==> src/ssf_pkg.sv <==
package ssf_pkg;

  // ==========================================================================
  // Status register field positions
  // ==========================================================================
  localparam int SSF_SLV_ADDR_LSB   = 1;   // Slave address field 7:1
  localparam int SSF_MST_ADDR_LSB   = 9;   // Master address field 15:9
  localparam int SSF_DONE_BIT       = 24;  // Serial EEPROM init done
  localparam int SSF_NO_ACK_BIT     = 25;  // Unexpected NACK flag
  localparam int SSF_LOST_ARB_BIT   = 26;  // Lost arbitration flag
  localparam int SSF_MISPLACED_BIT  = 27;  // Misplaced START/STOP flag
  localparam int SSF_CHECKSUM_BIT   = 28;  // Init checksum flag
  localparam int SSF_UNMAPPED_BIT   = 29;  // Unmapped register init flag
  localparam int SSF_ERR_LSB        = 25;  // First write-one-to-clear bit

  // ==========================================================================
  // Counts and reset values
  // ==========================================================================
  localparam logic [4:0] SSF_ARB_LIMIT   = 5'h10;  // Consecutive losses to abort
  localparam logic [4:0] SSF_ARB_RESET   = 5'h00;  // Loss counter after reset
  localparam logic [6:0] SSF_ADDR_RESET  = 7'h00;  // Address fields after reset
  localparam logic [4:0] SSF_FLAGS_RESET = 5'h00;  // Error flags after reset
  localparam logic [1:0]  SSF_SETTLE_CYCLES = 2'h2;      // Sync edges before strap capture
  localparam logic [1:0]  SSF_SETTLE_RESET  = 2'h0;      // Settle counter after reset
  localparam logic [13:0] SSF_STRAP_RESET   = 14'h0000;  // Strap sync stages after reset

  // ==========================================================================
  // Types
  // ==========================================================================
  // Error flags in register bit order 25..29
  typedef struct packed {
    logic unmapped_init_attempt;      // Bit 29
    logic init_checksum_error;        // Bit 28
    logic misplaced_condition_error;  // Bit 27
    logic lost_arbitration_error;     // Bit 26
    logic no_ack_error;               // Bit 25
  } ssf_flags_t;

  // Event pulses from the master engine and the EEPROM loader
  typedef struct packed {
    logic unexpected_nack;     // NACK seen in master transaction
    logic arb_lost;            // One arbitration attempt lost
    logic arb_won;             // Arbitration won, streak ends
    logic misplaced_cond;      // START/STOP in wrong place
    logic init_checksum_bad;   // Computed checksum invalid
    logic init_no_done_cmd;    // Image ended without done command
    logic init_unmapped_write; // Write to undefined register
    logic init_finished;       // Loader reached its end
  } ssf_events_t;

  // Whole block state
  typedef struct packed {
    logic [6:0] slave_bus_address;   // Strapped slave address
    logic [6:0] master_bus_address;  // Strapped master address
    logic [13:0] strap_meta;         // Strap pins, first sync stage
    logic [13:0] strap_sync;         // Strap pins, second sync stage
    logic [1:0]  settle_count;       // Edges since reset release
    logic       addr_captured;       // Straps taken after release
    logic       init_done;           // EEPROM init done bit
    ssf_flags_t flags;               // Sticky error flags
    logic [4:0] arb_loss_count;      // Consecutive losses so far
    logic       abort_pulse;         // Transaction abort request
  } ssf_state_t;

endpackage

==> src/ssf_status.sv <==
`timescale 1ns/100ps
// Overview of operation
// [RL1] Slave address read-only in bits 7:1
// [RL2] Master address read-only in bits 15:9
// [RL3] Done bit 24 on init end or error
// [RL4] Unexpected NACK sets bit 25, W1C
// [RL5] Lost arbitration retried automatically by hardware
// [RL6] Sixteen straight losses abort, set bit 26
// [RL7] Misplaced START/STOP sets bit 27, W1C
// [RL8] Bad init checksum sets bit 28, W1C
// [RL9] Missing done command also sets bit 28
// [RL10] Unmapped register init sets bit 29, W1C
// [RL11] Ignore-checksum control suppresses checksum error
// [RL12] Reserved bits zero; writing zero keeps flags
module ssf_status
  import ssf_pkg::*;
(
  input  wire logic        ref_clk,               // Device clock
  input  wire logic        reset,                 // Fundamental reset, async high
  input  wire logic [6:0]  slave_addr_strap,      // Slave address from straps
  input  wire logic [6:0]  master_addr_strap,     // Master address from straps
  input  wire logic        eeprom_init_enable,    // Boot mode loads EEPROM
  input  wire logic        ignore_init_checksum,  // Control bit 17
  input  wire ssf_events_t events,                // Event pulses, same clock
  input  wire logic        status_write,          // Register write strobe
  input  wire logic [31:0] status_wdata,          // Register write data
  output logic [31:0]      smbus_status,          // Register read value
  output logic             arb_retry,             // Rearbitrate request
  output logic             transaction_abort      // Abort after sixteen losses
);

  // ==========================================================================
  // State
  // ==========================================================================
  ssf_state_t state_reg;   // Registered state
  ssf_state_t state_next;  // Next state
  ssf_flags_t set_vec;     // Flags raised this cycle
  ssf_flags_t clr_vec;     // Flags cleared this cycle
  logic       lose_limit;  // This loss is the sixteenth

  // ==========================================================================
  // Next state logic
  // ==========================================================================
  always_comb
  begin
    state_next = state_reg;
    state_next.abort_pulse = 1'b0;
    // Two-stage synchroniser on the strap pins
    state_next.strap_meta = {master_addr_strap, slave_addr_strap};
    state_next.strap_sync = state_reg.strap_meta;
    // Strap capture once, after the synchroniser has settled
    if (!state_reg.addr_captured)
    begin
      if (state_reg.settle_count == SSF_SETTLE_CYCLES)
      begin
        // Settled: take the straps for good
        state_next.slave_bus_address  = state_reg.strap_sync[6:0];   // see [RL1]
        state_next.master_bus_address = state_reg.strap_sync[13:7];  // see [RL2]
        state_next.addr_captured      = 1'b1;
      end
      else
      begin
        // Still settling: one more edge
        state_next.settle_count = state_reg.settle_count + 2'h1;
      end
    end
    // Loss streak counting
    // A win in the same cycle ends the streak instead
    lose_limit = events.arb_lost && !events.arb_won
                 && (state_reg.arb_loss_count == SSF_ARB_LIMIT - 5'h01);
    if (events.arb_won)
    begin
      state_next.arb_loss_count = SSF_ARB_RESET;
    end
    else if (lose_limit)
    begin
      state_next.arb_loss_count = SSF_ARB_RESET;  // see [RL6]
      state_next.abort_pulse    = 1'b1;           // see [RL6]
    end
    else if (events.arb_lost)
    begin
      state_next.arb_loss_count = state_reg.arb_loss_count + 5'h01;  // see [RL5]
    end
    // Event sources
    set_vec.no_ack_error              = events.unexpected_nack;      // see [RL4]
    set_vec.lost_arbitration_error    = lose_limit;                  // see [RL6]
    set_vec.misplaced_condition_error = events.misplaced_cond;       // see [RL7]
    set_vec.init_checksum_error       = (events.init_checksum_bad && !ignore_init_checksum)  // see [RL8] [RL11]
                                        || events.init_no_done_cmd;  // see [RL9]
    set_vec.unmapped_init_attempt     = events.init_unmapped_write;  // see [RL10]
    // Write one clears, zero keeps, set wins
    clr_vec = status_write ? ssf_flags_t'(status_wdata[SSF_UNMAPPED_BIT:SSF_ERR_LSB]) : SSF_FLAGS_RESET;
    state_next.flags = (state_reg.flags & ~clr_vec) | set_vec;  // see [RL12]
    // Done on finish or any init error
    if (eeprom_init_enable && (events.init_finished || set_vec.init_checksum_error
        || events.init_unmapped_write))
    begin
      state_next.init_done = 1'b1;  // see [RL3]
    end
  end

  // ==========================================================================
  // State register
  // ==========================================================================
  always_ff @(posedge ref_clk or posedge reset)
  begin
    if (reset)
    begin
      // Every field back to its constant
      state_reg <= '{slave_bus_address:  SSF_ADDR_RESET,
                     master_bus_address: SSF_ADDR_RESET,
                     strap_meta:         SSF_STRAP_RESET,
                     strap_sync:         SSF_STRAP_RESET,
                     settle_count:       SSF_SETTLE_RESET,
                     addr_captured:      1'b0,
                     init_done:          1'b0,
                     flags:              SSF_FLAGS_RESET,
                     arb_loss_count:     SSF_ARB_RESET,
                     abort_pulse:        1'b0};
    end
    else
    begin
      state_reg <= state_next;
    end
  end

  // ==========================================================================
  // Outputs
  // ==========================================================================
  // Read image, reserved bits zero
  always_comb
  begin
    smbus_status = 32'h0000_0000;  // see [RL12]
    smbus_status[SSF_SLV_ADDR_LSB +: 7] = state_reg.slave_bus_address;   // see [RL1]
    smbus_status[SSF_MST_ADDR_LSB +: 7] = state_reg.master_bus_address;  // see [RL2]
    smbus_status[SSF_DONE_BIT]          = state_reg.init_done;           // see [RL3]
    smbus_status[SSF_UNMAPPED_BIT:SSF_ERR_LSB] = state_reg.flags;
  end

  // Retry after a loss short of the limit
  assign arb_retry         = events.arb_lost && !lose_limit;  // see [RL5]
  assign transaction_abort = state_reg.abort_pulse;

  // ==========================================================================
  // Assertions
  // ==========================================================================
  a_nack_sets_flag: assert property (@(posedge ref_clk) disable iff (reset)  // see [RL4]
    events.unexpected_nack |=> smbus_status[SSF_NO_ACK_BIT])
    else $error("nack flag not set");
  a_abort_on_limit: assert property (@(posedge ref_clk) disable iff (reset)  // see [RL6]
    (events.arb_lost && state_reg.arb_loss_count == 5'h0f && !events.arb_won)
      |=> transaction_abort && smbus_status[SSF_LOST_ARB_BIT])
    else $error("no abort at sixteenth loss");
  a_retry_early: assert property (@(posedge ref_clk) disable iff (reset)  // see [RL5]
    (events.arb_lost && state_reg.arb_loss_count < 5'h0f) |-> arb_retry)
    else $error("no retry after loss");
  a_misplaced_flag: assert property (@(posedge ref_clk) disable iff (reset)  // see [RL7]
    events.misplaced_cond |=> smbus_status[SSF_MISPLACED_BIT])
    else $error("misplaced flag not set");
  a_checksum_ignored: assert property (@(posedge ref_clk) disable iff (reset)  // see [RL11]
    (ignore_init_checksum && !events.init_no_done_cmd && !smbus_status[SSF_CHECKSUM_BIT])
      |=> !smbus_status[SSF_CHECKSUM_BIT])
    else $error("checksum error despite ignore");
  a_no_done_cmd: assert property (@(posedge ref_clk) disable iff (reset)  // see [RL9]
    events.init_no_done_cmd |=> smbus_status[SSF_CHECKSUM_BIT])
    else $error("missing done command not flagged");
  a_checksum_flag: assert property (@(posedge ref_clk) disable iff (reset)  // see [RL8]
    (events.init_checksum_bad && !ignore_init_checksum) |=> smbus_status[SSF_CHECKSUM_BIT])
    else $error("checksum flag not set");
  a_unmapped_flag: assert property (@(posedge ref_clk) disable iff (reset)  // see [RL10]
    events.init_unmapped_write |=> smbus_status[SSF_UNMAPPED_BIT])
    else $error("unmapped flag not set");
  a_zero_keeps: assert property (@(posedge ref_clk) disable iff (reset)  // see [RL12]
    (status_write && status_wdata[SSF_NO_ACK_BIT] == 1'b0 && smbus_status[SSF_NO_ACK_BIT])
      |=> smbus_status[SSF_NO_ACK_BIT])
    else $error("zero write cleared flag");
  a_reserved_zero: assert property (@(posedge ref_clk) disable iff (reset)  // see [RL12]
    smbus_status[23:16] == 8'h00 && smbus_status[31:30] == 2'h0 && !smbus_status[0] && !smbus_status[8])
    else $error("reserved bits not zero");
  a_done_sticks: assert property (@(posedge ref_clk) disable iff (reset)  // see [RL3]
    (eeprom_init_enable && events.init_finished) |=> smbus_status[SSF_DONE_BIT] ##1 smbus_status[SSF_DONE_BIT])
    else $error("done bit not held");
  a_addr_stable: assert property (@(posedge ref_clk) disable iff (reset)  // see [RL1]
    state_reg.addr_captured |=> $stable(smbus_status[15:1]))
    else $error("address fields changed");

  // ==========================================================================
  // Assertions: write-one-to-clear behaviour
  // ==========================================================================
  // One clears the nack flag when no new nack arrives
  a_nack_clears: assert property (@(posedge ref_clk) disable iff (reset)  // see [RL4]
    (status_write && status_wdata[SSF_NO_ACK_BIT] && !events.unexpected_nack)
      |=> !smbus_status[SSF_NO_ACK_BIT])
    else $error("nack flag not cleared");
  // One clears the lost arbitration flag
  a_lost_clears: assert property (@(posedge ref_clk) disable iff (reset)  // see [RL6]
    (status_write && status_wdata[SSF_LOST_ARB_BIT] && !lose_limit)
      |=> !smbus_status[SSF_LOST_ARB_BIT])
    else $error("lost arbitration flag not cleared");
  // One clears the misplaced condition flag
  a_misplaced_clears: assert property (@(posedge ref_clk) disable iff (reset)  // see [RL7]
    (status_write && status_wdata[SSF_MISPLACED_BIT] && !events.misplaced_cond)
      |=> !smbus_status[SSF_MISPLACED_BIT])
    else $error("misplaced flag not cleared");
  // One clears the checksum flag
  a_checksum_clears: assert property (@(posedge ref_clk) disable iff (reset)  // see [RL8]
    (status_write && status_wdata[SSF_CHECKSUM_BIT] && !events.init_checksum_bad && !events.init_no_done_cmd)
      |=> !smbus_status[SSF_CHECKSUM_BIT])
    else $error("checksum flag not cleared");
  // One clears the unmapped flag
  a_unmapped_clears: assert property (@(posedge ref_clk) disable iff (reset)  // see [RL10]
    (status_write && status_wdata[SSF_UNMAPPED_BIT] && !events.init_unmapped_write)
      |=> !smbus_status[SSF_UNMAPPED_BIT])
    else $error("unmapped flag not cleared");
  // Event and clear together, the event wins
  a_set_wins: assert property (@(posedge ref_clk) disable iff (reset)  // see [RL12]
    (status_write && status_wdata[SSF_UNMAPPED_BIT] && events.init_unmapped_write)
      |=> smbus_status[SSF_UNMAPPED_BIT])
    else $error("clear beat a new event");

  // ==========================================================================
  // Assertions: flags rise only on their cause
  // ==========================================================================
  // Nack flag stays low without a nack
  a_nack_no_cause: assert property (@(posedge ref_clk) disable iff (reset)  // see [RL4]
    (!smbus_status[SSF_NO_ACK_BIT] && !events.unexpected_nack)
      |=> !smbus_status[SSF_NO_ACK_BIT])
    else $error("nack flag set without cause");
  // Lost arbitration flag only at the sixteenth loss
  a_lost_no_cause: assert property (@(posedge ref_clk) disable iff (reset)  // see [RL6]
    (!smbus_status[SSF_LOST_ARB_BIT] && !lose_limit)
      |=> !smbus_status[SSF_LOST_ARB_BIT])
    else $error("lost arbitration flag set early");
  // Misplaced flag stays low without a misplaced condition
  a_misplaced_no_cause: assert property (@(posedge ref_clk) disable iff (reset)  // see [RL7]
    (!smbus_status[SSF_MISPLACED_BIT] && !events.misplaced_cond)
      |=> !smbus_status[SSF_MISPLACED_BIT])
    else $error("misplaced flag set without cause");
  // Unmapped flag stays low without an unmapped write
  a_unmapped_no_cause: assert property (@(posedge ref_clk) disable iff (reset)  // see [RL10]
    (!smbus_status[SSF_UNMAPPED_BIT] && !events.init_unmapped_write)
      |=> !smbus_status[SSF_UNMAPPED_BIT])
    else $error("unmapped flag set without cause");

  // ==========================================================================
  // Assertions: arbitration streak
  // ==========================================================================
  // No retry once the streak reaches its limit
  a_retry_limit: assert property (@(posedge ref_clk) disable iff (reset)  // see [RL6]
    lose_limit
      |-> !arb_retry)
    else $error("retry at sixteenth loss");
  // Retry only follows a loss
  a_retry_needs_loss: assert property (@(posedge ref_clk) disable iff (reset)  // see [RL5]
    !events.arb_lost
      |-> !arb_retry)
    else $error("retry without loss");
  // Abort is a single cycle pulse
  a_abort_single: assert property (@(posedge ref_clk) disable iff (reset)  // see [RL6]
    transaction_abort
      |=> !transaction_abort)
    else $error("abort longer than one cycle");
  // Abort only after the sixteenth loss
  a_abort_needs_limit: assert property (@(posedge ref_clk) disable iff (reset)  // see [RL6]
    !lose_limit
      |=> !transaction_abort)
    else $error("abort without sixteen losses");
  // A win restarts the streak
  a_win_ends_streak: assert property (@(posedge ref_clk) disable iff (reset)  // see [RL5]
    events.arb_won
      |=> (state_reg.arb_loss_count == SSF_ARB_RESET))
    else $error("streak kept after win");
  // Loss counter never reaches the limit value
  a_count_below_limit: assert property (@(posedge ref_clk) disable iff (reset)  // see [RL6]
    (state_reg.arb_loss_count != SSF_ARB_RESET)
      |-> (state_reg.arb_loss_count < SSF_ARB_LIMIT))
    else $error("loss counter overran");

  // ==========================================================================
  // Assertions: init done and strap capture
  // ==========================================================================
  // Unmapped write ends the load
  a_done_on_unmapped: assert property (@(posedge ref_clk) disable iff (reset)  // see [RL3]
    (eeprom_init_enable && events.init_unmapped_write)
      |=> smbus_status[SSF_DONE_BIT])
    else $error("done not set on unmapped write");
  // Missing done command ends the load
  a_done_on_missing: assert property (@(posedge ref_clk) disable iff (reset)  // see [RL9]
    (eeprom_init_enable && events.init_no_done_cmd)
      |=> smbus_status[SSF_DONE_BIT])
    else $error("done not set on missing command");
  // Done stays low outside EEPROM boot
  a_done_needs_mode: assert property (@(posedge ref_clk) disable iff (reset)  // see [RL3]
    (!eeprom_init_enable && !smbus_status[SSF_DONE_BIT])
      |=> !smbus_status[SSF_DONE_BIT])
    else $error("done set without EEPROM boot");
  // Slave address taken from the settled straps
  a_slave_capture: assert property (@(posedge ref_clk) disable iff (reset)  // see [RL1]
    (!state_reg.addr_captured && state_reg.settle_count == SSF_SETTLE_CYCLES)
      |=> (smbus_status[7:1] == $past(state_reg.strap_sync[6:0])))
    else $error("slave address not captured");
  // Master address taken from the settled straps
  a_master_capture: assert property (@(posedge ref_clk) disable iff (reset)  // see [RL2]
    (!state_reg.addr_captured && state_reg.settle_count == SSF_SETTLE_CYCLES)
      |=> (smbus_status[15:9] == $past(state_reg.strap_sync[13:7])))
    else $error("master address not captured");

endmodule

==> config.mk <==
export PLATFORM = sky130hd
export DESIGN_NAME = ssf_status
export DESIGN_NICKNAME = d
export VERILOG_FILES = /design/src/ssf_pkg.sv /design/src/ssf_status.sv
export SDC_FILE = /design/constraint.sdc
export NUM_CORES = 1
export LEC_CHECK = 0
export BUFFER_PORTS_ARGS = -buffer_cell sky130_fd_sc_hd__buf_2
export CAP_MARGIN = 20
export CORE_MARGIN = 2
export CORE_UTILIZATION = 40
export DETAILED_ROUTE_END_ITERATION = 8
export PLACE_DENSITY_LB_ADDON = 0.3
export SKIP_LAST_GASP = 1
export SLEW_MARGIN = 25
export SYNTH_ARGS = -nofsm -noshare
export SYNTH_HDL_FRONTEND = slang
export SYNTH_SLANG_ARGS = --single-unit
==> constraint.sdc <==
create_clock -name ref_clk -period 2.8 [get_ports ref_clk]
set_clock_uncertainty 0.2 [all_clocks]
set_input_delay 0.14 -clock ref_clk [delete_from_list [all_inputs] [get_ports ref_clk]]
set_output_delay 0.14 -clock ref_clk [all_outputs]
set_load 0.01 [all_outputs]
---- Word level (Yosys, flattened, before mapping) ----
Cells that the tools add are included.
storage, ports and cells
  flip-flop bits (word level) ............. 57
  latch bits .............................. 0
  RAM bits ................................ 0
  ROM bits ................................ 0
  logic and storage cells ................. 45
  memories kept ........................... 0
cells by class
  add/subtract/negate cells ............... 2
  $mul .................................... 0
  divide/modulo/power cells ............... 0
  $lt $le $gt $ge ......................... 0
  eq/ne operators ......................... 2
  shifts and indexed selects .............. 0
  mux-type cells .......................... 8
  bitwise operators ....................... 5
  reductions and logical operators ........ 14
operator list
  kind                   number
  $mux W5                4
  $add A5 B1 Y5 const B  1
  $and A5 B5 Y5          1
  $eq A5 B4 Y1 const B   1
  $logic_and A1 B1 Y1    5
  $not A5 Y5             1
  $or A5 B5 Y5           1
  $mux W1                4
  $reduce_and A2 Y1      2
  $logic_not A1 Y1       3
  $logic_or A1 B1 Y1     3
  $reduce_bool A3 Y1     1
  $add A2 B1 Y2 const B  1
  $eq A2 B2 Y1 const B   1
  $not A1 Y1             2

---- Longest topological paths before layout ----
Gate-level depths: netlist (run 1).
  depth in word-level cells ............... 6
  gate-level depth with buffers ........... 6
  gate-level depth less buffers ........... 5

---- Worst setup path before layout (run 1) ----
OpenSTA, ideal clock, no wires.
  path kind ............................... register -> register
  start ................................... register state_reg[13] in the netlist's numbering
  end ..................................... register state_reg, in the netlist smbus_status[10]
  setup time .............................. 0.125 ns
  data arrival time ....................... 1.225 ns
  setup slack ............................. 1.250 ns
  stages on the path, launching flop included .. 7
  cells stage by stage .................... dfrtp_1 inv_1 ha_1 nor2b_4 buf_6 buf_12 mux2_4
between the ends
  longest elaborated chain between the ends .. 2
ends and longest elaborated chain
  element                      RTL line           RTL
  start, declared              ssf_status.sv:35   ssf_state_t state_reg;
  start signal, assigned       ssf_status.sv:110  state_reg <= '{slave_bus_address: SSF_ADDR_RESET,
  start signal, assigned       ssf_status.sv:123  state_reg <= state_next;
  $eq A2 B2 Y1                 ssf_status.sv:54   if (state_reg.settle_count == SSF_SETTLE_CYCLES)
  $reduce_and A2 Y1 (no line)  n/a
No other way between the ends.
A chain may end at the register's enable or synchronous reset.

---- Worst setup path in the final report (run 1) ----
  start ................................... register state_reg[1] in the netlist's numbering
  end ..................................... output port arb_retry
between the ends
  longest elaborated chain between the ends .. 4
ends and longest elaborated chain
  element              RTL line           RTL
  $eq A5 B4 Y1         ssf_status.sv:70   && (state_reg.arb_loss_count == SSF_ARB_LIMIT - 5'h01);
  $logic_and A1 B1 Y1  ssf_status.sv:70
  $logic_not A1 Y1     ssf_status.sv:141  assign arb_retry = events.arb_lost && !lose_limit;
  $logic_and A1 B1 Y1  ssf_status.sv:141
  end, declared        ssf_status.sv:28   output logic arb_retry,
No other way between the ends.

==> results.txt, run 1 <==
The category of the worst setup path capture point is an output port. The hold violation total from the final report is 0. The final setup TNS came out at 0 ns. For the worst-skew pair, the clock arrives at the later sink with an insertion delay of between 0.3 and 0.4 ns.

Summed over all layers, the routed wires come to 3500 µm. The global placement routability congestion is about 0.7. After the last flow step, the layout net total stands at 281. The number of different library cells in the post-synthesis netlist is 29. Of the total power, the clock network draws 40.0%. The initial antenna violation count is 0. The arrival time of data at the critical path endpoint is 1.58 ns. The height of the die is between 70 and 80 µm. Before antenna repair, the detailed router went through 4 iterations. The share of total power consumed by net switching is about 21%. The flip-flop and latch area is roughly 0.0014 mm². The synthesized netlist occupies a cell area of 0.00217 mm². The average wire per cell in the routed design came out at approximately 12 µm.

The worst-case setup margin in the final layout came out at between 0.8 and 0.9 ns. The transition time at the pin with the least slew margin came out at between 0.6 and 0.7 ns. The footprint of the multi-input gates came out at just under 500 µm². The number of buffers inserted by post-CTS setup repair came out at 0. The count of inserted antenna diode cells is 0. The starting utilization of the core area came out at between 40% and 50%. In this run the worst hold path is classified as reg -> reg. The post-cts resize count is 0. At the end of the flow the core is filled with cells to a little over half. The Yosys step of the flow raised 0 warnings. The timing-limited maximum frequency came out at 522 MHz.

The switching power came out at about 0.36 mW. The flow ran to the end, and the final reports show no timing, DRC or antenna violations. The number of buffers added by the clock tree synthesis step is 9. The number of sinks handled by clock tree synthesis is 57. The total power divided by cell area came out at 601 mW/mm².

After filler insertion, the fill cell instance count of the layout stands at roughly 460. The ratio of cells with drive above 1 in the final layout came out at between 30% and 40%. The clock-pin slew reported for the worst setup and hold paths after clock tree synthesis is 0.06 ns. The all-layer global routing usage came out at 13.2%. The die extent in x came out at approximately 78 µm. The number of flip-flops in the largest register is 22.

The via count of the first global-routing pass is 1274. At the placement stage, the worst setup path has a slack of 0.968 ns. The maximum number of pins on one net before global-route repair came out at 30.

The number of violations of the max-capacitance limit is 0. In this run, the number of DRC markers left after iteration 0 of detailed routing was 6. The number of flip-flops and latches in the synthesized netlist came out at 57.

The largest total area in the synthesized netlist belongs to sky130_fd_sc_hd__dfrtp_1. The cell sitting at the root of the clock tree is a sky130_fd_sc_hd__clkbuf_8. The minimum clock period after layout came out at between 1.5 and 2 ns. The worst setup path is launched from a register.

The leakage power came out at ~1.3 nW. The gate count after technology mapping came out at 149. The first-pass GRT wire length is roughly 5900 µm. The largest voltage drop on the vdd net came out at 0.253 mV. Headroom to the max-slew limit came out at between 50% and 60%. For this run, design rule violations remaining after detail routing come to 0. In the routed layout, each cell is associated on average with a via count of approximately 4.2. The area of placed instances is around 0.0023 mm². The final hold slack came out at approximately 0.15 ns.

The die area came out at between 0.006 and 0.007 mm². The sum of overflow across all layers after global routing is 0. The number of buffers added on ports came out at 53.

The max-slew violation count came out at 0. After synthesis, the largest area contributor takes up 65.8% of total cell area. The portion of the post-synthesis area used by sequential elements is between 60% and 70%.

The final count of negative-setup-slack endpoints is 0. In the post-synthesis netlist, the biggest area contributors are sky130_fd_sc_hd__dfrtp_1 (66%), sky130_fd_sc_hd__buf_4 (11%), sky130_fd_sc_hd__mux2_4 (6.9%). The post-route antenna net violation count is 0. The final route contains 1231 vias.

The number of buffers on the longest clock path came out at 2. The post-route cell area is between 0.002 and 0.003 mm². In this run the worst path has a maximum fanout of 4.

TritonCTS built the clock tree. The required time reported for the critical path endpoint came out at 2.46 ns. The layout overhead on the synthesized area came out at 28.6%.

In this run the number of H-tree levels came out at 3. The total area inside the core boundary comes to about 0.0052 mm². The total internal power is 1.32 mW. The standard-cell row count came out at 26. The number of I/O pins is between 90 and 100.

Combinational cells account for approximately 7.8% of the total power. Averaged over all synthesized cells, the footprint is between 10 and 15 µm². The critical path is of the reg -> out type. The HPWL after detailed placement is ~2200 µm. The share of the clock period used by the worst path after layout came out at between 60% and 70%. Setup repair after global routing left no endpoint under its margin. The proportion of power drawn by flip-flops and latches came out at a little over half.
==> critical path, stage by stage (launching register included) <==
cell,delay (ns)
sky130_fd_sc_hd__dfrtp_1,0.39
sky130_fd_sc_hd__ha_1,0.21
sky130_fd_sc_hd__nand4b_1,0.14
sky130_fd_sc_hd__nor3b_2,0.30
sky130_fd_sc_hd__nor2b_1,0.08
sky130_fd_sc_hd__buf_2,0.14
==> final cells by class <==
type / instances / area share [%]
clock buffers: 12 / 5.93
inverters: 5 / 0.674
repair buffers: 84 / 21.0
flip-flops and latches: 57 / 51.2
multi-input cells: 63 / 17.5
well taps: 70 / 3.14
clock inverters: 3 / 0.539
==> per-layer routing <==
layer	up-vias	track usage (%)	share of wire, %
li1	582	-	-
met3	9	3.60	3.8
met1	606	15.0	41
met5	-	0	0
met2	34	20.4	52
met4	0	11.1	2.9
==> synth_stat cells <==
master and instances:
sky130_fd_sc_hd__nand4_1 1, sky130_fd_sc_hd__nor2b_1 1, sky130_fd_sc_hd__and3b_1 1, sky130_fd_sc_hd__ha_1 2, sky130_fd_sc_hd__o21ai_1 1, sky130_fd_sc_hd__xor2_1 2
sky130_fd_sc_hd__nand2_1 10, sky130_fd_sc_hd__o21ai_0 3, sky130_fd_sc_hd__inv_1 5, sky130_fd_sc_hd__dfrtp_1 57, sky130_fd_sc_hd__nor3b_2 1, sky130_fd_sc_hd__nor2_1 2
sky130_fd_sc_hd__conb_1 1, sky130_fd_sc_hd__nor2b_4 1, sky130_fd_sc_hd__nand3_1 1, sky130_fd_sc_hd__a221o_1 1, sky130_fd_sc_hd__buf_6 1, sky130_fd_sc_hd__a21o_1 4
sky130_fd_sc_hd__mux2_2 4, sky130_fd_sc_hd__nand4b_1 1, sky130_fd_sc_hd__buf_12 1, sky130_fd_sc_hd__a2111oi_0 1, sky130_fd_sc_hd__buf_4 32, sky130_fd_sc_hd__nand3b_1 1
sky130_fd_sc_hd__or2_2 1, sky130_fd_sc_hd__clkbuf_1 1, sky130_fd_sc_hd__o21bai_1 1, sky130_fd_sc_hd__mux2_4 10, sky130_fd_sc_hd__xnor2_1 1
==> final timing paths <==
path | start | to | slack [ns] | cells past startpoint
max in group asynchronous | reset | state_reg[27] | 1.59 | 4
worst max-delay path | state_reg[1] | arb_retry | 0.88 | 5
worst max register to register | state_reg[13] | smbus_status[6] | 0.98 | 4
min in group asynchronous | reset | state_reg[21] | 0.26 | 3
worst min register to register | state_next[24] | state_reg[24] | 0.15 | 0
worst min-delay path | state_next[24] | state_reg[24] | 0.15 | 0
==> cells in the final DEF (no fill, tap or decap), drive strengths merged, types with 3 or more instances in the layout <==
cell / instances
nand2: 10
a21o: 4
clkinv: 3
conb: 12
inv: 5
mux2: 14
buf: 54
o21ai: 4
clkbuf: 12
dfrtp: 57
dlygate4sd3: 30
==> cell families (layout without fill, tap and decap cells) <==
family          Yosys count  count (layout)  share of synthesized area [%]
compound gates           11              11                           3.52
xor+xnor                  3               3                           1.21
fa+ha+maj                 2               2                           1.15
buf+inv                  40             104                           13.6
flops                    57              57                           65.8
mux                      14              14                           9.01
other cells               1              12                          0.173
simple gates             21              21                           5.54
==> through the flow <==
stage | total power [mW] | instances
after floorplan | 0.970 | 160
after global placement | 0.988 | 249
after detailed placement | 0.991 | 249
after CTS | 1.71 | 294
after global routing | 1.76 | 294
final | 1.68 | 294
==> what timing repair did <==
item,CTS,global route
setup endpoints to repair,0,0
hold endpoints to repair,54,0
hold buffers,30,0
==> power by group through the flow <==
stage	clock, mW	sequential (mW)	combinational, mW
6_report	0.670	0.875	0.131
5_1_grt	0.740	0.880	0.145
4_1_cts	0.700	0.876	0.132
3_5_place_dp	0	0.890	0.101
3_3_place_gp	0	0.889	0.0992
2_1_floorplan	0	0.886	0.0836
Note: power is estimated with default switching activity, not from simulation.
==> inputs of run 2 (changes only) <==
- ABC_AREA: unset -> 1
- clock period: 2.8 -> 1.7 ns (I/O delays scaled with it)
==> results.txt, run 2 <==
The flow ran to the end, and the final reports show no timing, DRC or antenna violations. The total power divided by cell area is 1010 mW/mm². The initial antenna violation count came out at 0. The largest fanout of any net on the critical path came out at 2. From left edge to right edge, the die measures approximately 78 µm.

After synthesis, the largest family of logic cells by area is simple AND/OR/NAND/NOR gates. The number of flip-flops in the largest register is 22. The post-layout total power is just under 3 mW. The dominant delay contributor by cell family on the critical path is buffers and inverters.

The fraction of the mapped netlist area in simple logic gates is around 17%. The flip-flop and latch area came out at roughly 0.0014 mm². The final count of negative-setup-slack endpoints is 0.

The slowest stage cell on the critical path is sky130_fd_sc_hd__dlygate4sd3_1. The die covers roughly 0.006 mm². Summing all non-filler instances in the final layout gives an area of 0.00292 mm².

At the end of the flow, the number of nets in the layout was ~340. The portion of the post-synthesis area used by sequential elements is 65.4%. The count of inserted antenna diode cells is 0. Input and output buffers added on the ports amount to 53.

The required time reported for the critical path endpoint is about 1.7 ns. The share of synthesized area spent on multiplexers is 0%. The standard-cell row count came out at 26.

The first-pass GRT wire length is about 6000 µm. For this run, the leading register cell type out of synthesis is sky130_fd_sc_hd__dfrtp_1. In the final layout, the multi-input gates occupy between 500 and 600 µm².

For this design the total switching power over the nets is around 0.61 mW. The total internal power came out at approximately 2.3 mW. The wire-length estimate of the detail-placed layout is roughly 2300 µm. The most common cell in the synthesized netlist is sky130_fd_sc_hd__dfrtp_1. The portion of total power attributed to combinational logic came out at about 7.7%. The all-layer global routing usage is 13.1%.

The overall routed net length is about 3600 µm. In this run the cell area of the synthesized design comes to about 0.0022 mm². The category of the worst setup path capture point is a register. The area of placed instances is about 0.0023 mm². The number of flip-flops and latches in the synthesized netlist came out at 57. The minimum setup slack after placement came out at about 0.19 ns. The critical path goes through dlygate4sd3_1 -> buf_2 -> nand2_1 -> dlygate4sd3_1 -> nand2_1 -> o21ai_0 -> nand2_1. Entering global routing, the biggest net connects 45 pins.

The number of violations of the max-capacitance limit is 0. Buffers inserted during clock tree synthesis total 9. The arrival time of data at the critical path endpoint is ~1.6 ns. The source-to-sink clock delay at the later pin of the worst-skew pair is 0.32 ns.

The ratio of cells with drive above 1 in the final layout came out at 30.4%. The gate count after technology mapping is between 150 and 200. The average cell area after synthesis came out at around 11 µm².

Summed over all instances, the cell type with the most area after synthesis is sky130_fd_sc_hd__dfrtp_1. The core occupancy in the finished layout came out at between 50% and 60%. The largest voltage drop on the vdd net is between 0.5 and 0.6 mV.

The commonest non-fill, non-tap cell in the layout is sky130_fd_sc_hd__dfrtp_1. The synthesized-area fraction occupied by xor and xnor cells is less than 1%. The via count of the first global-routing pass is 1418. Counting distinct cell types in the post-synthesis netlist gives 20.

The global placement routability congestion came out at 0.694. The final setup TNS came out at 0 ns. The post-synthesis async set-or-reset flop share came out at 100%. In the layout the commonest cells are sky130_fd_sc_hd__dfrtp_1 (57), sky130_fd_sc_hd__nand2_1 (54), sky130_fd_sc_hd__buf_2 (53), sky130_fd_sc_hd__dlygate4sd3_1 (31), sky130_fd_sc_hd__nand3_1 (16).

The minimum clock period after layout came out at about 1.6 ns. Counting flops with a built-in enable in the synthesized netlist gives 0. The count of TritonRoute iterations in the first routing pass came out at 4. The die is between 70 and 80 µm tall. The most numerous cell type found on the critical path is sky130_fd_sc_hd__nand2_1. The total of fill cells in the finished design came out at 431.

The fraction of the mapped netlist area in compound gates is 1.72%. The timing-limited maximum frequency is between 600 and 700 MHz. The via total after detailed routing is 1449. Once detail routing completed, the nets flagged for antenna violations numbered 0. The sum of overflow across all layers after global routing came out at 0.

The clock passes through at most 2 buffers. The iteration-0 DRC count of the detailed router came out at 34. Clock-pin slew was measured on the worst setup and hold paths at approximately 0.070 ns. Together, buffers and inverters on the worst path number 3.

Setup repair after global routing left no endpoint under its margin. In this design, the stage delay of the slowest critical-path cell is roughly 0.57 ns. The yosys synthesis warning count came out at 0.

TritonCTS built the clock tree. Of the total synthesized cell area, the portion taken by full adders, half adders and majority gates is under 10%. In this run the static leakage power is 1.49 nW.

Compared with the post-synthesis result, the final layout area differs by 33.7%. The proportion of power drawn by flip-flops and latches is between 40 and 50%. In this run the worst hold path is classified as in -> async. The share of total power consumed by net switching came out at 20.8%. For this configuration, the core starts out at a cell density of 42.2%. The area share of the largest cell type after synthesis is roughly 65%.

The worst setup path is of the in -> reg kind. The number of I/O pins is 93. The clock root buffer is sky130_fd_sc_hd__clkbuf_8. After detailed routing, the number of vias per cell comes to approximately 4.1. In this run the number of H-tree levels came out at 3. The portion of total power attributed to the clock network came out at 43.4%.

The final routed DRC violation total came out at 0. The share of the clock period used by the worst path after layout is between 90% and 100%. The placeable core area is approximately 0.0052 mm². The worst-case setup margin in the final layout came out at slightly below 0.09 ns. The max-slew violation count came out at 0.

The category of the worst setup path launch point is an input port. The clock drives 57 sinks. The average wire per cell in the routed design came out at 10.2 µm. Sorting the synthesized cells by how often they occur yields sky130_fd_sc_hd__dfrtp_1 (57), sky130_fd_sc_hd__nand2_1 (54), sky130_fd_sc_hd__buf_4 (33). The hold violation total from the final report came to 0. In the post-synthesis netlist, the biggest area contributors are sky130_fd_sc_hd__dfrtp_1 (65%), sky130_fd_sc_hd__buf_4 (11%), sky130_fd_sc_hd__nand2_1 (9.3%).
==> run 2: cell types whose count changed after synthesis, sizes merged, moves of 2 or more <==
cell / delta
buf: +2
inv: +7
mux2: -14
nand2: +46
nand3: +16
nor2: +4
nor2b: -2
==> run 2: area by class of cell <==
type	instances	share of cell area, %
clock buffer	14	5.92
clock inverter	2	1.20
inverter	12	1.54
multi-input combinational	104	17.5
sequential	57	48.9
tap	70	3.00
timing repair buffer	91	22.0
==> run 2: logic make-up after synthesis <==
group / count (synthesis)
adders and majority gates: 2
buffers and inverters: 48
and+or+nand+nor: 82
xor gates and xnor gates: 2
other: 1
AOI/OAI and AO/OA: 6
DFF: 57
==> run 2: metal layers <==
metal / part of all wire (%) / wire length, µm / vias up / track usage (%)
met5: 0 / 0 / - / 0
met4: 1.8 / 63 / 0 / 8.04
met3: 7.8 / 280 / 5 / 5.35
met2: 49 / 1750 / 63 / 20.9
met1: 42 / 1490 / 656 / 14.7
li1: - / - / 725 / -
==> run 2: per-stage QoR <==
step | instances | hold slack (ns)
2_1_floorplan | 209 | -0.0836
3_3_place_gp | 298 | -0.140
3_5_place_dp | 298 | -0.133
4_1_cts | 348 | 0.0588
5_1_grt | 350 | 0.0706
6_report | 350 | 0.0595
==> run 2: worst paths after layout <==
check                                     from               end  slack, ns  cells past startpoint
worst max register to register   state_reg[13]   smbus_status[6]       0.20                      5
worst min-delay path                     reset      state_reg[5]       0.06                      3
min in group ref_clk            state_next[21]     state_reg[21]       0.15                      0
worst min register to register  state_next[21]     state_reg[21]       0.15                      0
worst max-delay path                 events[3]  smbus_status[24]       0.09                      7
max in group asynchronous                reset      state_reg[3]       0.72                      4
==> run 2: repair_timing <==
action,in CTS,in global routing
pin swaps,1,2
endpoints found under the hold margin,83,0
endpoints found under the setup margin,1,1
hold buffers,31,0
resized for setup,2,1
buffers inserted,3,2
==> run 2: worst register-to-register path, cell delays in order (launching register included) <==
cell and delay (ns):
sky130_fd_sc_hd__dfrtp_1 0.38, sky130_fd_sc_hd__inv_1 0.06, sky130_fd_sc_hd__ha_1 0.35, sky130_fd_sc_hd__nand2_2 0.24, sky130_fd_sc_hd__nand2_1 0.11, sky130_fd_sc_hd__nand2_1 0.05
==> run 2: power groups by stage <==
stage | registers [mW] | clock network (mW) | logic, mW
CTS | 1.44 | 1.31 | 0.224
finish | 1.44 | 1.28 | 0.228
detailed placement | 1.47 | 0 | 0.160
global route | 1.45 | 1.38 | 0.254
global placement | 1.47 | 0 | 0.157
floorplan | 1.46 | 0 | 0.134
